<file path="src/inc/reset_ctrl_params.svh">
// Register offsets, field positions, reset values and timing counts of the reset controller.
`ifndef RESET_CTRL_PARAMS_SVH
`define RESET_CTRL_PARAMS_SVH

`define RC_CLK_PERIOD_NS        20
`define RC_CAUSE_OFFSET         4'h0
`define RC_WDOG_OFFSET          4'h4
`define RC_REF_OFFSET           4'h8

`define RC_FLAG_POWER_ON        0
`define RC_FLAG_PIN             1
`define RC_FLAG_BROWNOUT        2
`define RC_FLAG_WDOG            3
`define RC_FLAG_SCAN            4

`define RC_WD_PERIOD_LSB        0
`define RC_WD_ENABLE_BIT        3
`define RC_WD_CHANGE_BIT        4
`define RC_REF_CMP_BIT          0

`define RC_CAUSE_RESET          5'h01
`define RC_WDCTL_RESET          5'h00
`define RC_WDOG_CHANGE_ENABLE_HOLD_CYCLES     3'h4
`define RC_WDOG_BASE_CYCLES     16384
`define RC_EXT_MIN_PULSE_NS     2500
`define RC_EXT_MIN_CYCLES       ((`RC_EXT_MIN_PULSE_NS + `RC_CLK_PERIOD_NS - 1) / `RC_CLK_PERIOD_NS)
`define RC_BOD_MIN_NS           2000
`define RC_BOD_MIN_CYCLES       ((`RC_BOD_MIN_NS + `RC_CLK_PERIOD_NS - 1) / `RC_CLK_PERIOD_NS)

`endif

</file>
<file path="src/inc/reset_ctrl_pkg.sv">
// Types shared by the reset controller.
package reset_ctrl_pkg;

  typedef struct packed {
    logic       change_enable;
    logic       enable;
    logic [2:0] period;
  } wdog_ctl_s;

  typedef struct packed {
    logic scan;
    logic wdog;
    logic brownout;
    logic pin;
    logic power_on;
  } cause_s;

endpackage

</file>
<file path="src/rtl/reset_and_watchdog_control.sv">
// Reset combiner, start-up delay, watchdog and reference enable with a Wishbone register port.
//
// Overview of operation
// - Internal reset returns control registers to initial values; CPU restarts at reset vector.
// - Power-on, pin, brown-out and scan reset force the port reset output at once, with no clock; watchdog reset needs a clock edge.
// - After all sources go inactive, internal reset stays for the fuse-chosen delay.
// - Power-on, pin, watchdog, brown-out and scan reset combine into the internal reset.
// - Pin low longer than the minimum width resets; shorter pulses may be ignored.
// - Pin release starts the delay counter; processor released when it expires.
// - Supply below power-on level resets at once; rising past it starts the delay.
// - Enabled brown-out resets at once on a drop, delay starts when supply recovers.
// - Brown-out dips shorter than the minimum detection time are ignored by the internal reset; the port reset still follows them.
// - Internal reset held while the scan reset register holds one.
// - Watchdog time-out gives a one-cycle reset pulse; delay starts after it.
// - Watchdog counter advances on its own 1 MHz oscillator, not the system clock.
// - Watchdog counter clears on restart, on disable and on any chip reset.
// - Eight periods; expiry without restart resets the device.
// - Always-on fuse unprogrammed gives level 1, programmed gives level 2 (always enabled).
// - At level 1 writing enable as one is accepted at any time.
// - At level 1 disable or retime needs arm write then second write within four cycles.
// - At level 2 enable reads one; retime needs the sequence, written enable ignored.
// - Bandgap on when brown-out enabled, comparator select set or ADC enabled.
// - Cause flags set on their reset, clear on power-on or zero write; power-on by write only.
// - Change-enable clears itself four cycles after being written one.
// - Period code 0 selects 16K oscillator cycles, doubling up to 2048K at code 7.
//
// Register access over Wishbone and the register addresses were left to the implementer.
`include "reset_ctrl_params.svh"

module reset_and_watchdog_control #(
  parameter int unsigned DELAY_BASE_CYCLES = 4096
) (
  input  wire logic        clk_i,
  input  wire logic        rst_i,
  input  wire logic        cyc_i,
  input  wire logic        stb_i,
  input  wire logic        we_i,
  input  wire logic [3:0]  adr_i,
  input  wire logic [3:0]  sel_i,
  input  wire logic [31:0] dat_i,
  output logic      [31:0] dat_o,
  output logic             ack_o,
  input  wire logic        por_active_i,
  input  wire logic        ext_reset_n_i,
  input  wire logic        brownout_enable_i,
  input  wire logic        brownout_low_i,
  input  wire logic        scan_reset_reg_i,
  input  wire logic        wdog_osc_i,
  input  wire logic        wdog_restart_i,
  input  wire logic        wdog_always_on_fuse_i,
  input  wire logic [1:0]  startup_time_fuse_i,
  input  wire logic [3:0]  clock_select_fuse_i,
  input  wire logic        adc_enable_i,
  output logic             io_reset_o,
  output logic             internal_reset_o,
  output logic             wdog_reset_o,
  output logic             bandgap_enable_o
);

  localparam logic [7:0]  EXT_MIN = 8'(`RC_EXT_MIN_CYCLES);
  localparam logic [7:0]  BOD_MIN = 8'(`RC_BOD_MIN_CYCLES);
  // One bit wider than the counter, so that code seven does not wrap the limit to zero.
  localparam logic [21:0] WD_BASE = 22'(`RC_WDOG_BASE_CYCLES);
  localparam logic [19:0] DLY_BASE = 20'(DELAY_BASE_CYCLES);

  ////////////////////////////////////////////////////////////////////////////
  // Source filtering and combination.

  logic [7:0]  ext_cnt_reg;
  logic        ext_active_reg;
  logic [7:0]  bod_cnt_reg;
  logic        bod_active_reg;
  logic        wdog_pulse_reg;
  logic        any_source;
  logic        async_source;
  logic [19:0] delay_cnt_reg;
  logic [19:0] delay_len;
  logic        internal_reset_reg;
  logic        io_reset_reg;

  // Short pin glitches are not guaranteed to reset, so only held lows count.
  always_ff @(posedge clk_i) begin
    if (rst_i || ext_reset_n_i) begin
      ext_cnt_reg    <= 8'h00;
      ext_active_reg <= 1'b0;
    end else if (ext_cnt_reg >= EXT_MIN - 8'h01) begin
      ext_active_reg <= 1'b1;
    end else begin
      ext_cnt_reg <= ext_cnt_reg + 8'h01;
    end
  end

  always_ff @(posedge clk_i) begin
    if (rst_i || !brownout_enable_i || !brownout_low_i) begin
      bod_cnt_reg    <= 8'h00;
      bod_active_reg <= 1'b0;
    end else if (bod_cnt_reg >= BOD_MIN - 8'h01) begin
      bod_active_reg <= 1'b1;
    end else begin
      bod_cnt_reg <= bod_cnt_reg + 8'h01;
    end
  end

  // Level sources act through the port reset with no clock needed.
  assign async_source = por_active_i | ~ext_reset_n_i | (brownout_enable_i & brownout_low_i) | scan_reset_reg_i;
  assign any_source   = por_active_i | ext_active_reg | bod_active_reg | scan_reset_reg_i | wdog_pulse_reg;

  // Fuse-decoded stretch; external clock selection keeps the shortest delay.
  assign delay_len = (clock_select_fuse_i == 4'h0) ? DLY_BASE : (DLY_BASE << startup_time_fuse_i);

  always_ff @(posedge clk_i) begin
    if (rst_i || any_source) begin
      delay_cnt_reg      <= 20'h00000;
      internal_reset_reg <= 1'b1;
    end else if (delay_cnt_reg < delay_len) begin
      delay_cnt_reg      <= delay_cnt_reg + 20'h00001;
      internal_reset_reg <= 1'b1;
    end else begin
      internal_reset_reg <= 1'b0;
    end
  end

  // The asynchronous preset only ever loads a constant; release follows the stretched reset.
  always_ff @(posedge clk_i or posedge async_source) begin
    if (async_source) begin
      io_reset_reg <= 1'b1;
    end else begin
      io_reset_reg <= internal_reset_reg | rst_i;
    end
  end

  ////////////////////////////////////////////////////////////////////////////
  // Watchdog control and counter.

  reset_ctrl_pkg::wdog_ctl_s wd_reg;
  logic [2:0]  wdog_change_enable_timer_reg;
  logic        level2;
  logic        wd_enabled;
  logic [2:0]  osc_sync_reg;
  logic        osc_tick;
  logic [20:0] wd_cnt_reg;
  logic [20:0] wd_limit;
  logic        bus_write;
  logic        bus_hit;
  logic        wd_wr;
  logic [7:0]  wdata;

  assign level2     = wdog_always_on_fuse_i;
  assign wd_enabled = level2 | wd_reg.enable;
  assign bus_hit    = cyc_i & stb_i & ack_o;
  assign bus_write  = bus_hit & we_i & sel_i[0];
  assign wdata      = dat_i[7:0];
  assign wd_wr      = bus_write && (adr_i == `RC_WDOG_OFFSET);

  // The second stage alone feeds the third, so the edge detector never sees a metastable stage.
  always_ff @(posedge clk_i) begin
    if (rst_i) begin
      osc_sync_reg <= 3'h0;
    end else begin
      osc_sync_reg <= {osc_sync_reg[1:0], wdog_osc_i};
    end
  end
  assign osc_tick = osc_sync_reg[1] & ~osc_sync_reg[2];

  always_ff @(posedge clk_i) begin
    if (rst_i || internal_reset_reg) begin
      wd_reg         <= reset_ctrl_pkg::wdog_ctl_s'(`RC_WDCTL_RESET);
      wdog_change_enable_timer_reg <= 3'h0;
    end else if (wd_wr && wdata[`RC_WD_CHANGE_BIT] && wdata[`RC_WD_ENABLE_BIT]) begin
      wd_reg.change_enable <= 1'b1;
      wd_reg.enable        <= 1'b1;
      wdog_change_enable_timer_reg       <= `RC_WDOG_CHANGE_ENABLE_HOLD_CYCLES;
    end else if (wd_wr && wd_reg.change_enable && !wdata[`RC_WD_CHANGE_BIT]) begin
      wd_reg.change_enable <= 1'b0;
      wd_reg.period        <= wdata[`RC_WD_PERIOD_LSB +: 3];
      wd_reg.enable        <= level2 | wdata[`RC_WD_ENABLE_BIT];
      wdog_change_enable_timer_reg       <= 3'h0;
    end else begin
      if (wd_wr && wdata[`RC_WD_ENABLE_BIT]) begin
        wd_reg.enable <= 1'b1;
      end
      if (wdog_change_enable_timer_reg > 3'h1) begin
        wdog_change_enable_timer_reg <= wdog_change_enable_timer_reg - 3'h1;
      end else if (wdog_change_enable_timer_reg == 3'h1) begin
        wdog_change_enable_timer_reg       <= 3'h0;
        wd_reg.change_enable <= 1'b0;
      end
    end
  end

  assign wd_limit = 21'((WD_BASE << wd_reg.period) - 22'h000001);

  always_ff @(posedge clk_i) begin
    if (rst_i || internal_reset_reg || wdog_restart_i || !wd_enabled) begin
      wd_cnt_reg     <= 21'h000000;
      wdog_pulse_reg <= 1'b0;
    end else if (osc_tick && wd_cnt_reg >= wd_limit) begin
      wd_cnt_reg     <= 21'h000000;
      wdog_pulse_reg <= 1'b1;
    end else begin
      wdog_pulse_reg <= 1'b0;
      if (osc_tick) begin
        wd_cnt_reg <= wd_cnt_reg + 21'h000001;
      end
    end
  end

  ////////////////////////////////////////////////////////////////////////////
  // Reset cause flags, reference enable and bus slave.

  reset_ctrl_pkg::cause_s cause_reg;
  reset_ctrl_pkg::cause_s cause_set;
  logic                   cmp_bandgap_reg;
  logic                   bandgap_reg;
  logic                   ack_reg;
  logic [31:0]            dat_reg;
  logic                   cause_wr;

  assign cause_wr  = bus_write && (adr_i == `RC_CAUSE_OFFSET);
  assign cause_set = '{scan: scan_reset_reg_i, wdog: wdog_pulse_reg, brownout: bod_active_reg,
                       pin: ext_active_reg, power_on: por_active_i};

  // A cause arriving in the cycle of a zero write still sets its flag.
  always_ff @(posedge clk_i) begin
    if (rst_i) begin
      cause_reg <= reset_ctrl_pkg::cause_s'(`RC_CAUSE_RESET);
    end else if (por_active_i) begin
      cause_reg <= reset_ctrl_pkg::cause_s'(`RC_CAUSE_RESET);
    end else if (cause_wr) begin
      cause_reg <= (cause_reg & reset_ctrl_pkg::cause_s'(wdata[4:0])) | cause_set;
    end else begin
      cause_reg <= cause_reg | cause_set;
    end
  end

  always_ff @(posedge clk_i) begin
    if (rst_i || internal_reset_reg) begin
      cmp_bandgap_reg <= 1'b0;
    end else if (bus_write && (adr_i == `RC_REF_OFFSET)) begin
      cmp_bandgap_reg <= wdata[`RC_REF_CMP_BIT];
    end
  end

  always_ff @(posedge clk_i) begin
    if (rst_i) begin
      bandgap_reg <= 1'b0;
    end else begin
      bandgap_reg <= brownout_enable_i | cmp_bandgap_reg | adc_enable_i;
    end
  end

  // One wait state: ack and read data come one edge after the request is seen.
  always_ff @(posedge clk_i) begin
    if (rst_i) begin
      ack_reg <= 1'b0;
      dat_reg <= 32'h00000000;
    end else begin
      ack_reg <= cyc_i & stb_i & ~ack_reg;
      if (cyc_i && stb_i && !ack_reg) begin
        case (adr_i)
          `RC_CAUSE_OFFSET: dat_reg <= {27'h0000000, cause_reg};
          `RC_WDOG_OFFSET:  dat_reg <= {27'h0000000, wd_reg.change_enable, wd_enabled, wd_reg.period};
          `RC_REF_OFFSET:   dat_reg <= {31'h00000000, cmp_bandgap_reg};
          default:          dat_reg <= 32'h00000000;
        endcase
      end
    end
  end

  assign dat_o            = dat_reg;
  assign ack_o            = ack_reg;
  assign io_reset_o       = io_reset_reg;
  assign internal_reset_o = internal_reset_reg;
  assign wdog_reset_o     = wdog_pulse_reg;
  assign bandgap_enable_o = bandgap_reg;

endmodule

</file>
<file path="config.mk">
export PLATFORM = sky130hd
export DESIGN_NAME = reset_and_watchdog_control
export DESIGN_NICKNAME = d
export VERILOG_FILES = /design/src/inc/reset_ctrl_pkg.sv /design/src/rtl/reset_and_watchdog_control.sv
export VERILOG_INCLUDE_DIRS = /design/src /design/src/inc
export SDC_FILE = /design/constraint.sdc
export NUM_CORES = 1
export LEC_CHECK = 0
export BUFFER_PORTS_ARGS = -buffer_cell sky130_fd_sc_hd__clkbuf_2
export CAP_MARGIN = 20
export CORE_AREA = 2 2 136 138
export CTS_CLUSTER_DIAMETER = 60
export DETAILED_ROUTE_END_ITERATION = 7
export DIE_AREA = 0 0 138 140
export GPL_TIMING_DRIVEN = 1
export MAX_ROUTING_LAYER = met4
export PLACE_DENSITY = 0.44
export SYNTH_ARGS = -nofsm -noshare
export SYNTH_HDL_FRONTEND = slang
export SYNTH_SLANG_ARGS = --single-unit
</file>
<file path="constraint.sdc">
create_clock -name clk_i -period 2.4 [get_ports clk_i]
set_clock_uncertainty 0.15 [all_clocks]
set_input_delay 0.36 -clock clk_i [delete_from_list [all_inputs] [get_ports clk_i]]
set_output_delay 0.36 -clock clk_i [all_outputs]
set_load 0.005 [all_outputs]
</file>
==> results of run 1 <==
cells by family after synthesis:
| family | after synthesis | synth area share, % |
|---|---|---|
| compound gates | 84 | 12.0 |
| mux | 20 | 4.63 |
| xor+xnor | 19 | 3.78 |
| buf+inv | 70 | 8.35 |
| fa+ha+maj | 18 | 5.11 |
| simple gates | 212 | 26.8 |
| flops | 86 | 39.2 |
| other cells | 1 | 0.0851 |
cell type report:
class                      instances  share of cell area (%)
multi-input combinational        380                    46.1
sequential                        86                    32.6
timing repair buffer              69                    8.61
tap                              229                    5.39
clock buffer                      11                    4.75
inverter                          21                    1.48
clock inverter                     5                    1.08
how the worst max path moves through the flow:
stage | endpoint | slack (ns) | depth (start not counted)
CTS | wd_cnt_reg[17] | 0.003 | 7
detailed placement | delay_cnt_reg[4] | -0.35 | 9
global route | delay_cnt_reg[4] | 0.0005 | 9
floorplan | delay_cnt_reg[15] | -0.01 | 8
finish | delay_cnt_reg[4] | 0.09 | 9
global placement | delay_cnt_reg[4] | -0.24 | 9
power by group through the flow:
stage               Sequential, mW  Clock, mW  Combinational [mW]
finish                        1.44       1.44               0.149
global route                  1.44       1.56               0.167
CTS                           1.44       1.49               0.148
detailed placement            1.47          0               0.145
global placement              1.47          0               0.143
floorplan                     1.47          0               0.112
through the flow:
stage,TNS (ns),util [%]
finish,0,29.9
global route,0,29.9
CTS,0,29.7
detailed placement,-3.19,27.8
global placement,-1.86,27.8
floorplan,-0.0129,-
cell usage after synthesis, types with 3 or more instances:
master | n | area share (%)
xnor2_1 | 16 | 3.2
or3_2 | 3 | 0.51
nor2_1 | 40 | 3.4
and3_1 | 7 | 0.99
nand3_1 | 18 | 2.0
a22oi_1 | 4 | 0.68
or2_2 | 5 | 0.71
nand4_1 | 12 | 1.7
dfxtp_1 | 85 | 39
xor2_1 | 3 | 0.60
or4_1 | 12 | 2.0
mux2_2 | 3 | 0.77
buf_4 | 27 | 4.6
clkbuf_1 | 19 | 1.6
ha_1 | 18 | 5.1
nor3_1 | 27 | 3.1
o31ai_1 | 6 | 1.0
nand3b_1 | 4 | 0.68
o21ai_0 | 23 | 2.6
mux2i_1 | 17 | 3.9
and2_1 | 5 | 0.71
nor4_1 | 6 | 0.85
a211oi_1 | 9 | 1.5
or3_1 | 17 | 2.4
inv_1 | 21 | 1.8
nor2b_1 | 6 | 0.85
o21a_1 | 4 | 0.68
nand2_1 | 29 | 2.5
and4_1 | 5 | 0.99
a21oi_1 | 24 | 2.7
buf_2 | 3 | 0.34
routing by layer:
metal,part of all wire [%],GRT usage [%]
met1,47,13.4
met2,48,18.3
met3,3.8,2.74
met4,1.3,4.19
met5,0,-
worst min-delay path: cells and delay by family:
kind	cells	cell delay (ns)
buffers and inverters	1	0.08
and+or+nand+nor	2	0.09
repair_timing:
item                       CTS  global route
cloned                       0             0
setup endpoints to repair   19            25
hold endpoints to repair     1             0
pin swaps                    0             2
gates resized for setup      2            11
hold buffers                 2             0
==> results.tsv, run 1 <==
stage	metric	value	unit
logic_synthesis	synthesized area per cell	8.64	um2
power	Comb pwr share	4.9	%
grt	number of global-route vias before repair	3550	
sta	RSZ-0062 raised after global routing	no	
placed_design	Post-Place Worst Slack	-0.347	ns
route	WL/cell	12.7	um
clock_network	CTS Buf Count	9	
grt	Congestion Overflow GR	0	
clock_network	Root Buffer	clkbuf_16	
floorplan	Die X	138	um
clock_network	clk sink count	86	
layout	number of flip-flops in the largest register	21	
logic_synthesis	Synth Instances	510	
logic_synthesis	FF+latch count, synth	86	
logic_synthesis	Post-synth top flop	dfxtp_1	
sta	max-slew violation count	0	
critical_path	startpoint types	primary input	
placed_design	Placed Area	4950	um2
layout	commonest non-fill, non-tap cells in the layout	82 x dfxtp_1, 40 x nor2_1, 39 x clkbuf_2	
worst_hold_path	Hold EP	bandgap_enable_o	
power	Reg power frac	47.6	%
critical_path	CP Launch Point	clock_select_fuse_i[1]	
sta	post-layout min period	2.31	ns
critical_path	FF-to-FF Start	wd_cnt_reg[6]	
floorplan	die height	140	um
sta	Worst Tran Pin Value	0.653	ns
critical_path	Setup crit end kind	register	
sta	final setup vio count	0	
layout	final instance area	5320	um2
placed_design	placed cells	783	
placed_design	DP HPWL	7610	um
grt	initial antenna violation count	0	
layout	area of the multi-input gates	2450	um2
layout	most common cell after layout, fill and taps aside	dfxtp_1	
placed_design	I/O Buffers	39	
layout	layout cells sized above 1	19.9	%
sta	hold slack	0.0729	ns
floorplan	io pins	97	
power	pwr dens	570	nW/um2
grt	largest net degree at the start of global routing	25	
layout	final net count	645	
critical_path	Crit-path slowest cell	or4_4	
layout	Antenna Cells	0	
route	residual DRC count	0	
sta	Fmax achieved	0.432	GHz
critical_path	WS Path Type	primary input to register	
floorplan	core area	17800	um2
clock_network	Max clock buf depth	2	
floorplan	die area	19300	um2
layout	Final Non-Filler Cells	801	
logic_synthesis	post-synthesis async set-or-reset flop share	1.16	%
logic_synthesis	YS warnings	0	
critical_path	Worst R2R Path Depth	4	
sta	Final Hold Vio Count	0	
worst_hold_path	HP Start	adc_enable_i	
clock_network	CTS tree	done	
logic_synthesis	distinct cell type count after synthesis	56	
logic_synthesis	number of synthesized flops with an enable pin	0	
route	DRT Wirelength	10200	um
critical_path	slowest stage delay, CP	0.54	ns
clock_network	clock slew at reported path FFs	0.07	ns
logic_synthesis	Seq/Total Area, Yosys	39.2	%
logic_synthesis	Post-Synthesis Cell Area	4400	um2
sta	Final period util	96.4	%
sta	Slew HR	56.0	%
sta	Setup WS post-layout	0.0873	ns
layout	Area growth syn-to-layout	20.8	%
clock_network	clock latency on the worst-skew pair	0.34	ns
critical_path	crit path max fanout	24	
critical_path	CP arrival	2.44	ns
route	via/cell ratio	4.67	
critical_path	worst-path cell chain	clkbuf_2, or4_4, o21a_1, ha_1, o21ai_2, a21oi_2, buf_12, or4_4, a21oi_2	
worst_hold_path	WHS Path Cells	3	
route	first-pass detailed-route iteration total	4	
power	internal cell power	2.36	mW
critical_path	CP delay by family, top	simple AND/OR/NAND/NOR gates	
power	Switching Share	22.1	%
power	Tot Pwr	3.03	mW
layout	Seq. cell area	1730	um2
grt	first-pass GRT wire length	17100	um
floorplan	Rows	49	
run_status	status	finished clean	
critical_path	R2R Path End	wd_cnt_reg[20]	
power	clock network power share	47.5	%
power	Psw	0.670	mW
route	1st-iter DRT viols	140	
clock_network	postcts setup bufs	0	
critical_path	r2r setup slk	0.19	ns
floorplan	Initial Util	24.8	%
clock_network	H-Tree Depth	3	
grt	GRT Total Usage	11.2	%
power	worst vdd ir	0.000425	V
run	Max Cap Violations	0	
layout	fill cell count	1878	
critical_path	Critical Path RT	2.52	ns
power	Pleak	1.90	nW
route	vias	3739	
route	Final ANT Viol Nets	0	
worst_hold_path	hold crit path type	primary input to register	
critical_path	CP Buf/Inv Count	2	
placed_design	GPL Wtd Cong	0.771	
(Power assumes the default switching activity.)
==> run 2: changes to the inputs <==
--- a/config.mk
+++ b/config.mk
@@ -8,13 +8,13 @@
 export LEC_CHECK = 0
 export BUFFER_PORTS_ARGS = -buffer_cell sky130_fd_sc_hd__clkbuf_2
 export CAP_MARGIN = 20
-export CORE_AREA = 2 2 136 138
+export CORE_AREA = 2 2 125 127
 export CTS_CLUSTER_DIAMETER = 60
 export DETAILED_ROUTE_END_ITERATION = 7
-export DIE_AREA = 0 0 138 140
+export DIE_AREA = 0 0 127 129
 export GPL_TIMING_DRIVEN = 1
 export MAX_ROUTING_LAYER = met4
-export PLACE_DENSITY = 0.44
+export PLACE_DENSITY = 0.5
 export SYNTH_ARGS = -nofsm -noshare
 export SYNTH_HDL_FRONTEND = slang
 export SYNTH_SLANG_ARGS = --single-unit
==> run 2 against run 1 <==
- critical path depth is the same
- core utilization increased by 5.0 points
- highest routed layer unchanged
- wire length fell by 4.9%
==> results.tsv, run 2 (same netlist as run 1, synthesis figures left out) <==
stage	metric	value	unit	change
run_status	status	finished clean		
layout	number of flip-flops in the largest register	21		unchanged
floorplan	die area	16400	um2	-15%
sta	setup TNS	0	ns	unchanged
layout	Final Non-Filler Cells	758		-5.4%
grt	number of global-route vias before repair	3626		+2.1%
layout	Area growth syn-to-layout	18.8	%	
clock_network	postcts setup bufs	0		unchanged
layout	layout cells sized above 1	19.5	%	-0.46 points
power	pwr dens	579	nW/um2	+1.5%
sta	Final period util	97.1	%	+0.69 points
sta	final setup vio count	0		unchanged
floorplan	Initial Util	29.4	%	+4.6 points
clock_network	Root Buffer	clkbuf_16		
layout	fin util	34.9	%	+5.0 points
route	WL/cell	12.8	um	+0.48%
critical_path	Setup crit end kind	register		
critical_path	slowest stage delay, CP	0.54	ns	about the same
route	vias	3704		-0.94%
run	Max Cap Violations	0		unchanged
floorplan	die height	129	um	-7.9%
critical_path	Critical Path RT	2.53	ns	about the same
critical_path	worst-path cell chain	clkbuf_2, or4_4, o21a_1, ha_1, o21ai_2, a21oi_2, buf_12, or4_1, a21oi_1		
sta	RSZ-0062 raised after global routing	no		
route	1st-iter DRT viols	169		+21%
critical_path	CP arrival	2.46	ns	+0.02 ns
floorplan	Rows	45		-8.2%
critical_path	CP Buf/Inv Count	2		unchanged
layout	final instance area	5230	um2	-1.6%
clock_network	clock latency on the worst-skew pair	0.35	ns	about the same
sta	max-slew violation count	0		unchanged
clock_network	CTS tree	done		
sta	Worst Tran Pin Value	0.661	ns	+0.00778 ns
clock_network	clk sink count	86		unchanged
placed_design	placed cells	741		-5.4%
sta	Final Hold Vio Count	0		unchanged
route	DRT Wirelength	9710	um	-4.9%
route	residual DRC count	0		unchanged
critical_path	crit path max fanout	24		unchanged
critical_path	startpoint types	primary input		
power	Pleak	1.87	nW	-1.5%
grt	GRT Total Usage	13.2	%	+2.0 points
layout	commonest non-fill, non-tap cells in the layout	82 x dfxtp_1, 40 x nor2_1, 39 x clkbuf_2		
sta	Slew HR	55.5	%	-0.52 points
layout	final net count	643		-0.31%
power	worst vdd ir	0.000330	V	-23%
grt	Congestion Overflow GR	0		unchanged
critical_path	CP delay by family, top	simple AND/OR/NAND/NOR gates		
clock_network	H-Tree Depth	3		unchanged
clock_network	clock slew at reported path FFs	0.06	ns	about the same
sta	hold slack	0.0334	ns	-0.0395 ns
floorplan	Die X	127	um	-8.0%
placed_design	GPL Wtd Cong	0.771		about the same
placed_design	DP HPWL	7240	um	-4.8%
grt	largest net degree at the start of global routing	25		unchanged
grt	first-pass GRT wire length	16800	um	-1.6%
route	first-pass detailed-route iteration total	4		unchanged
layout	most common cell after layout, fill and taps aside	dfxtp_1		
critical_path	WS Path Type	primary input to register		
placed_design	Placed Area	4890	um2	-1.2%
worst_hold_path	hold crit path type	primary input to async pin		
layout	Antenna Cells	0		unchanged
clock_network	CTS Buf Count	9		unchanged
sta	Fmax achieved	0.429	GHz	-0.71%
clock_network	CTS Hold Buffers Added	0		-2
critical_path	Crit-path slowest cell	or4_4		
placed_design	I/O Buffers	39		unchanged
layout	fill cell count	1550		-17%
critical_path	Worst R2R Path Depth	4		unchanged
sta	post-layout min period	2.33	ns	+0.0166 ns
route	Final ANT Viol Nets	0		unchanged
floorplan	core area	15000	um2	-16%
clock_network	Max clock buf depth	2		unchanged
floorplan	io pins	97		unchanged
route	via/cell ratio	4.89		+4.7%
critical_path	WP depth	9		unchanged
grt	initial antenna violation count	0		unchanged
run 2: cell types whose count changed in the layout (fill, tap and decap cells not counted), sizes merged:
cell         delta
clkinvlp        +3
clkinv          -3
dlygate4sd3     -2
run 2: path summary, 6_finish.rpt:
check / slack (ns) / from / end
worst max-delay path: 0.07 / clock_select_fuse_i[1] / delay_cnt_reg[3]
worst min-delay path: 0.03 / ext_reset_n_i / io_reset_o
worst max register to register: 0.17 / wd_cnt_reg[6] / wd_cnt_reg[20]
worst min register to register: 0.30 / dat_o[0] / dat_o[0]
max in group asynchronous: 1.92 / scan_reset_reg_i / io_reset_o
min in group clk_i: 0.08 / adc_enable_i / bandgap_enable_o
run 2: cell type report:
type	instances	area, um2	area share [%]
sequential	86	1730	33.1
inverter	21	78.8	1.51
timing repair buffer	67	435	8.32
clock buffer	11	253	4.83
clock inverter	5	57.6	1.10
tap	188	235	4.50
multi-input combinational	380	2440	46.7
run 2: metrics by stage:
step	power, mW	setup slack, ns
floorplan	1.59	-0.0129
global placement	1.62	-0.249
detailed placement	1.62	-0.323
CTS	3.07	0.0380
global route	3.17	0.00799
finish	3.03	0.0707
run 2: report_power, final:
group	leakage [nW]	internal (mW)	switching, mW	total [mW]
Clock	0.144	0.860	0.577	1.44
Combinational	1.03	0.0623	0.0846	0.147
Sequential	0.698	1.44	0.00594	1.44
run 2: worst reg2reg max path, stage by stage, from the launching register on:
cell,delay (ns)
dfxtp_1,0.42
nand4_2,0.16
or4_1,0.69
or4_4,0.53
a211oi_2,0.21
run 2: what timing repair did:
action | in CTS | in global routing
pin swaps | 0 | 1
gates resized for setup | 2 | 8
gates cloned | 0 | 1
endpoints found under the setup margin | 16 | 26
run 2: routing by layer:
layer / up-vias / routed length, um / global-route usage [%]
li1: 1895 / - / -
met1: 1716 / 4660 / 15.9
met2: 78 / 4390 / 20.5
met3: 15 / 463 / 4.12
met4: 0 / 201 / 5.30
met5: - / 0 / -
==> run 3: changes to the inputs <==
==> constraint.sdc (replaced) <==
create_clock -name clk_i -period 2.4 [get_ports clk_i]
set_clock_uncertainty 0.15 [all_clocks]
set_input_delay 0.24 -clock clk_i [delete_from_list [all_inputs] [get_ports clk_i]]
set_output_delay 0.24 -clock clk_i [all_outputs]
set_load 0.005 [all_outputs]
==> run 3 against run 2 <==
- non-clock buffer count up 8
- critical path depth down 5
- clock power hardly changed
- first-iteration DRC count fell by 24%
- worst setup slack improved by 0.10 ns
- die area is the same
==> results.tsv, run 3 (same netlist as run 1, synthesis figures left out) <==
stage	metric	value	unit	change
clock_network	Root Buffer	clkbuf_16		
sta	Setup WS post-layout	0.175	ns	+0.104 ns
power	pwr dens	574	nW/um2	-0.84%
critical_path	Setup crit end kind	register		
clock_network	CTS tree	done		
clock_network	clock slew at reported path FFs	0.06	ns	about the same
placed_design	I/O Buffers	39		unchanged
layout	most common cell after layout, fill and taps aside	dfxtp_1		
worst_hold_path	hold crit path type	primary input to register		
route	M1 WL	4600	um	-1.2%
sta	RSZ-0062 raised after global routing	no		
route	1st-iter DRT viols	128		-24%
route	vias	3753		+1.3%
floorplan	Rows	45		unchanged
sta	Final period util	92.7	%	-4.3 points
clock_network	H-Tree Depth	3		unchanged
clock_network	postcts setup bufs	0		unchanged
power	clock network power share	47.2	%	-0.3 points
run_status	status	finished clean		
grt	number of global-route vias before repair	3551		-2.1%
sta	Slew HR	55.4	%	-0.16 points
run	Max Cap Violations	0		unchanged
grt	Congestion Overflow GR	0		unchanged
sta	Fmax achieved	0.449	GHz	+4.7%
critical_path	crit path max fanout	8		-67%
power	Pleak	1.92	nW	+2.4%
layout	Area growth syn-to-layout	19.8	%	
clock_network	CTS Buf Count	9		unchanged
layout	final net count	651		+1.2%
route	Final ANT Viol Nets	0		unchanged
layout	commonest non-fill, non-tap cells in the layout	82 x dfxtp_1, 40 x nor2_1, 39 x clkbuf_2		
route	routed wl met2	4740	um	+8.2%
critical_path	Critical Path RT	2.52	ns	about the same
route	DRT Wirelength	9860	um	+1.6%
grt	first-pass GRT wire length	16800	um	about the same
layout	number of flip-flops in the largest register	21		unchanged
floorplan	Initial Util	29.4	%	unchanged
floorplan	die area	16400	um2	unchanged
floorplan	Die X	127	um	unchanged
grt	largest net degree at the start of global routing	17		-32%
sta	final setup vio count	0		unchanged
clock_network	clk sink count	86		unchanged
grt	initial antenna violation count	0		unchanged
critical_path	WS Path Type	register to register		
layout	fin util	35.2	%	+0.28 points
route	WL/cell	12.9	um	+0.63%
power	Switching Share	21.9	%	-0.17 points
sta	Final Hold Vio Count	0		unchanged
power	internal cell power	2.36	mW	+0.19%
sta	post-layout min period	2.23	ns	-0.104 ns
power	Psw	0.662	mW	-0.83%
layout	fill cell count	1562		+0.77%
power	Reg power frac	47.7	%	about the same
placed_design	GPL Wtd Cong	0.758		-1.7%
floorplan	die height	129	um	unchanged
route	first-pass detailed-route iteration total	4		unchanged
critical_path	startpoint types	register		
placed_design	Post-Place Worst Slack	-0.233	ns	+0.0893 ns
route	met3 routed WL	378	um	-18%
sta	setup TNS	0	ns	unchanged
sta	hold slack	0.00125	ns	-0.0321 ns
power	worst vdd ir	0.000401	V	+22%
power	Tot Pwr	3.03	mW	about the same
sta	Worst Tran Pin Value	0.663	ns	+0.00242 ns
floorplan	core area	15000	um2	unchanged
sta	max-slew violation count	0		unchanged
floorplan	io pins	97		unchanged
route	residual DRC count	0		unchanged
critical_path	CP arrival	2.35	ns	-0.11 ns
power	Comb pwr share	5.1	%	+0.2 points
layout	Antenna Cells	0		unchanged
clock_network	Max clock buf depth	2		unchanged
placed_design	DP HPWL	7230	um	-0.17%
layout	layout cells sized above 1	18.9	%	-0.58 points
grt	GRT Total Usage	13.1	%	-0.070 points
route	via/cell ratio	4.91		+0.40%
route	DR top layer	met4		
clock_network	clock latency on the worst-skew pair	0.35	ns	about the same
[run 3: cell count changes in the layout (fill, tap and decap cells not counted), sizes merged]
cell         delta
clkinv          +1
clkinvlp        -3
buf             +3
clkbuf          +1
dlygate4sd3     +5
[run 3: critical path, stage by stage (launching register included)]
cell,delay [ns]
dfxtp_1,0.40
nand4_2,0.17
or4_1,0.69
or4_4,0.53
a211oi_2,0.21
[run 3: final timing paths]
check / startpoint / to / slack, ns / cells past startpoint
setup / recovery: wd_cnt_reg[7] / wd_cnt_reg[20] / 0.17 / 4
hold / removal: wdog_osc_i / osc_sync_reg[0] / 0.001 / 2
setup reg to reg: wd_cnt_reg[7] / wd_cnt_reg[20] / 0.17 / 4
hold reg to reg: osc_sync_reg[0] / osc_sync_reg[1] / 0.30 / 1
max in group asynchronous: ext_reset_n_i / io_reset_o / 1.15 / 4
min in group asynchronous: brownout_low_i / io_reset_o / 0.41 / 4
[run 3: final cells by class]
cell class	count	area [um2]	area share [%]
clock buffers	12	256	4.86
clock inverters	3	43.8	0.830
inverters	21	78.8	1.49
multi-input cells	380	2430	46.1
flip-flops and latches	86	1730	32.8
well taps	188	235	4.46
repair buffers	75	498	9.44
[run 3: through the flow]
stage | area [um2] | instances
3_5_place_dp | 4890 | 745
6_report | 5280 | 765
5_1_grt | 5280 | 765
4_1_cts | 5250 | 765
2_1_floorplan | 4510 | 536
3_3_place_gp | 4890 | 745
[run 3: routing by layer]
| metal | vias up | global-route usage, % |
|---|---|---|
| met4 | 0 | 4.27 |
| met3 | 8 | 3.33 |
| met2 | 72 | 21.6 |
| met1 | 1766 | 15.8 |
| li1 | 1907 | - |
| met5 | - | - |
[run 3: what timing repair did]
action	CTS	global route
endpoints found under the setup margin	2	24
hold buffers	5	0
resized for setup	1	9
hold endpoints to repair	3	0
[run 3: power by group through the flow]
| stage | registers [mW] | logic [mW] | clock network [mW] |
|---|---|---|---|
| after detailed placement | 1.47 | 0.148 | 0 |
| after global placement | 1.47 | 0.145 | 0 |
| after global routing | 1.44 | 0.176 | 1.52 |
| after CTS | 1.44 | 0.155 | 1.48 |
| after floorplan | 1.47 | 0.110 | 0 |
| final | 1.44 | 0.154 | 1.43 |
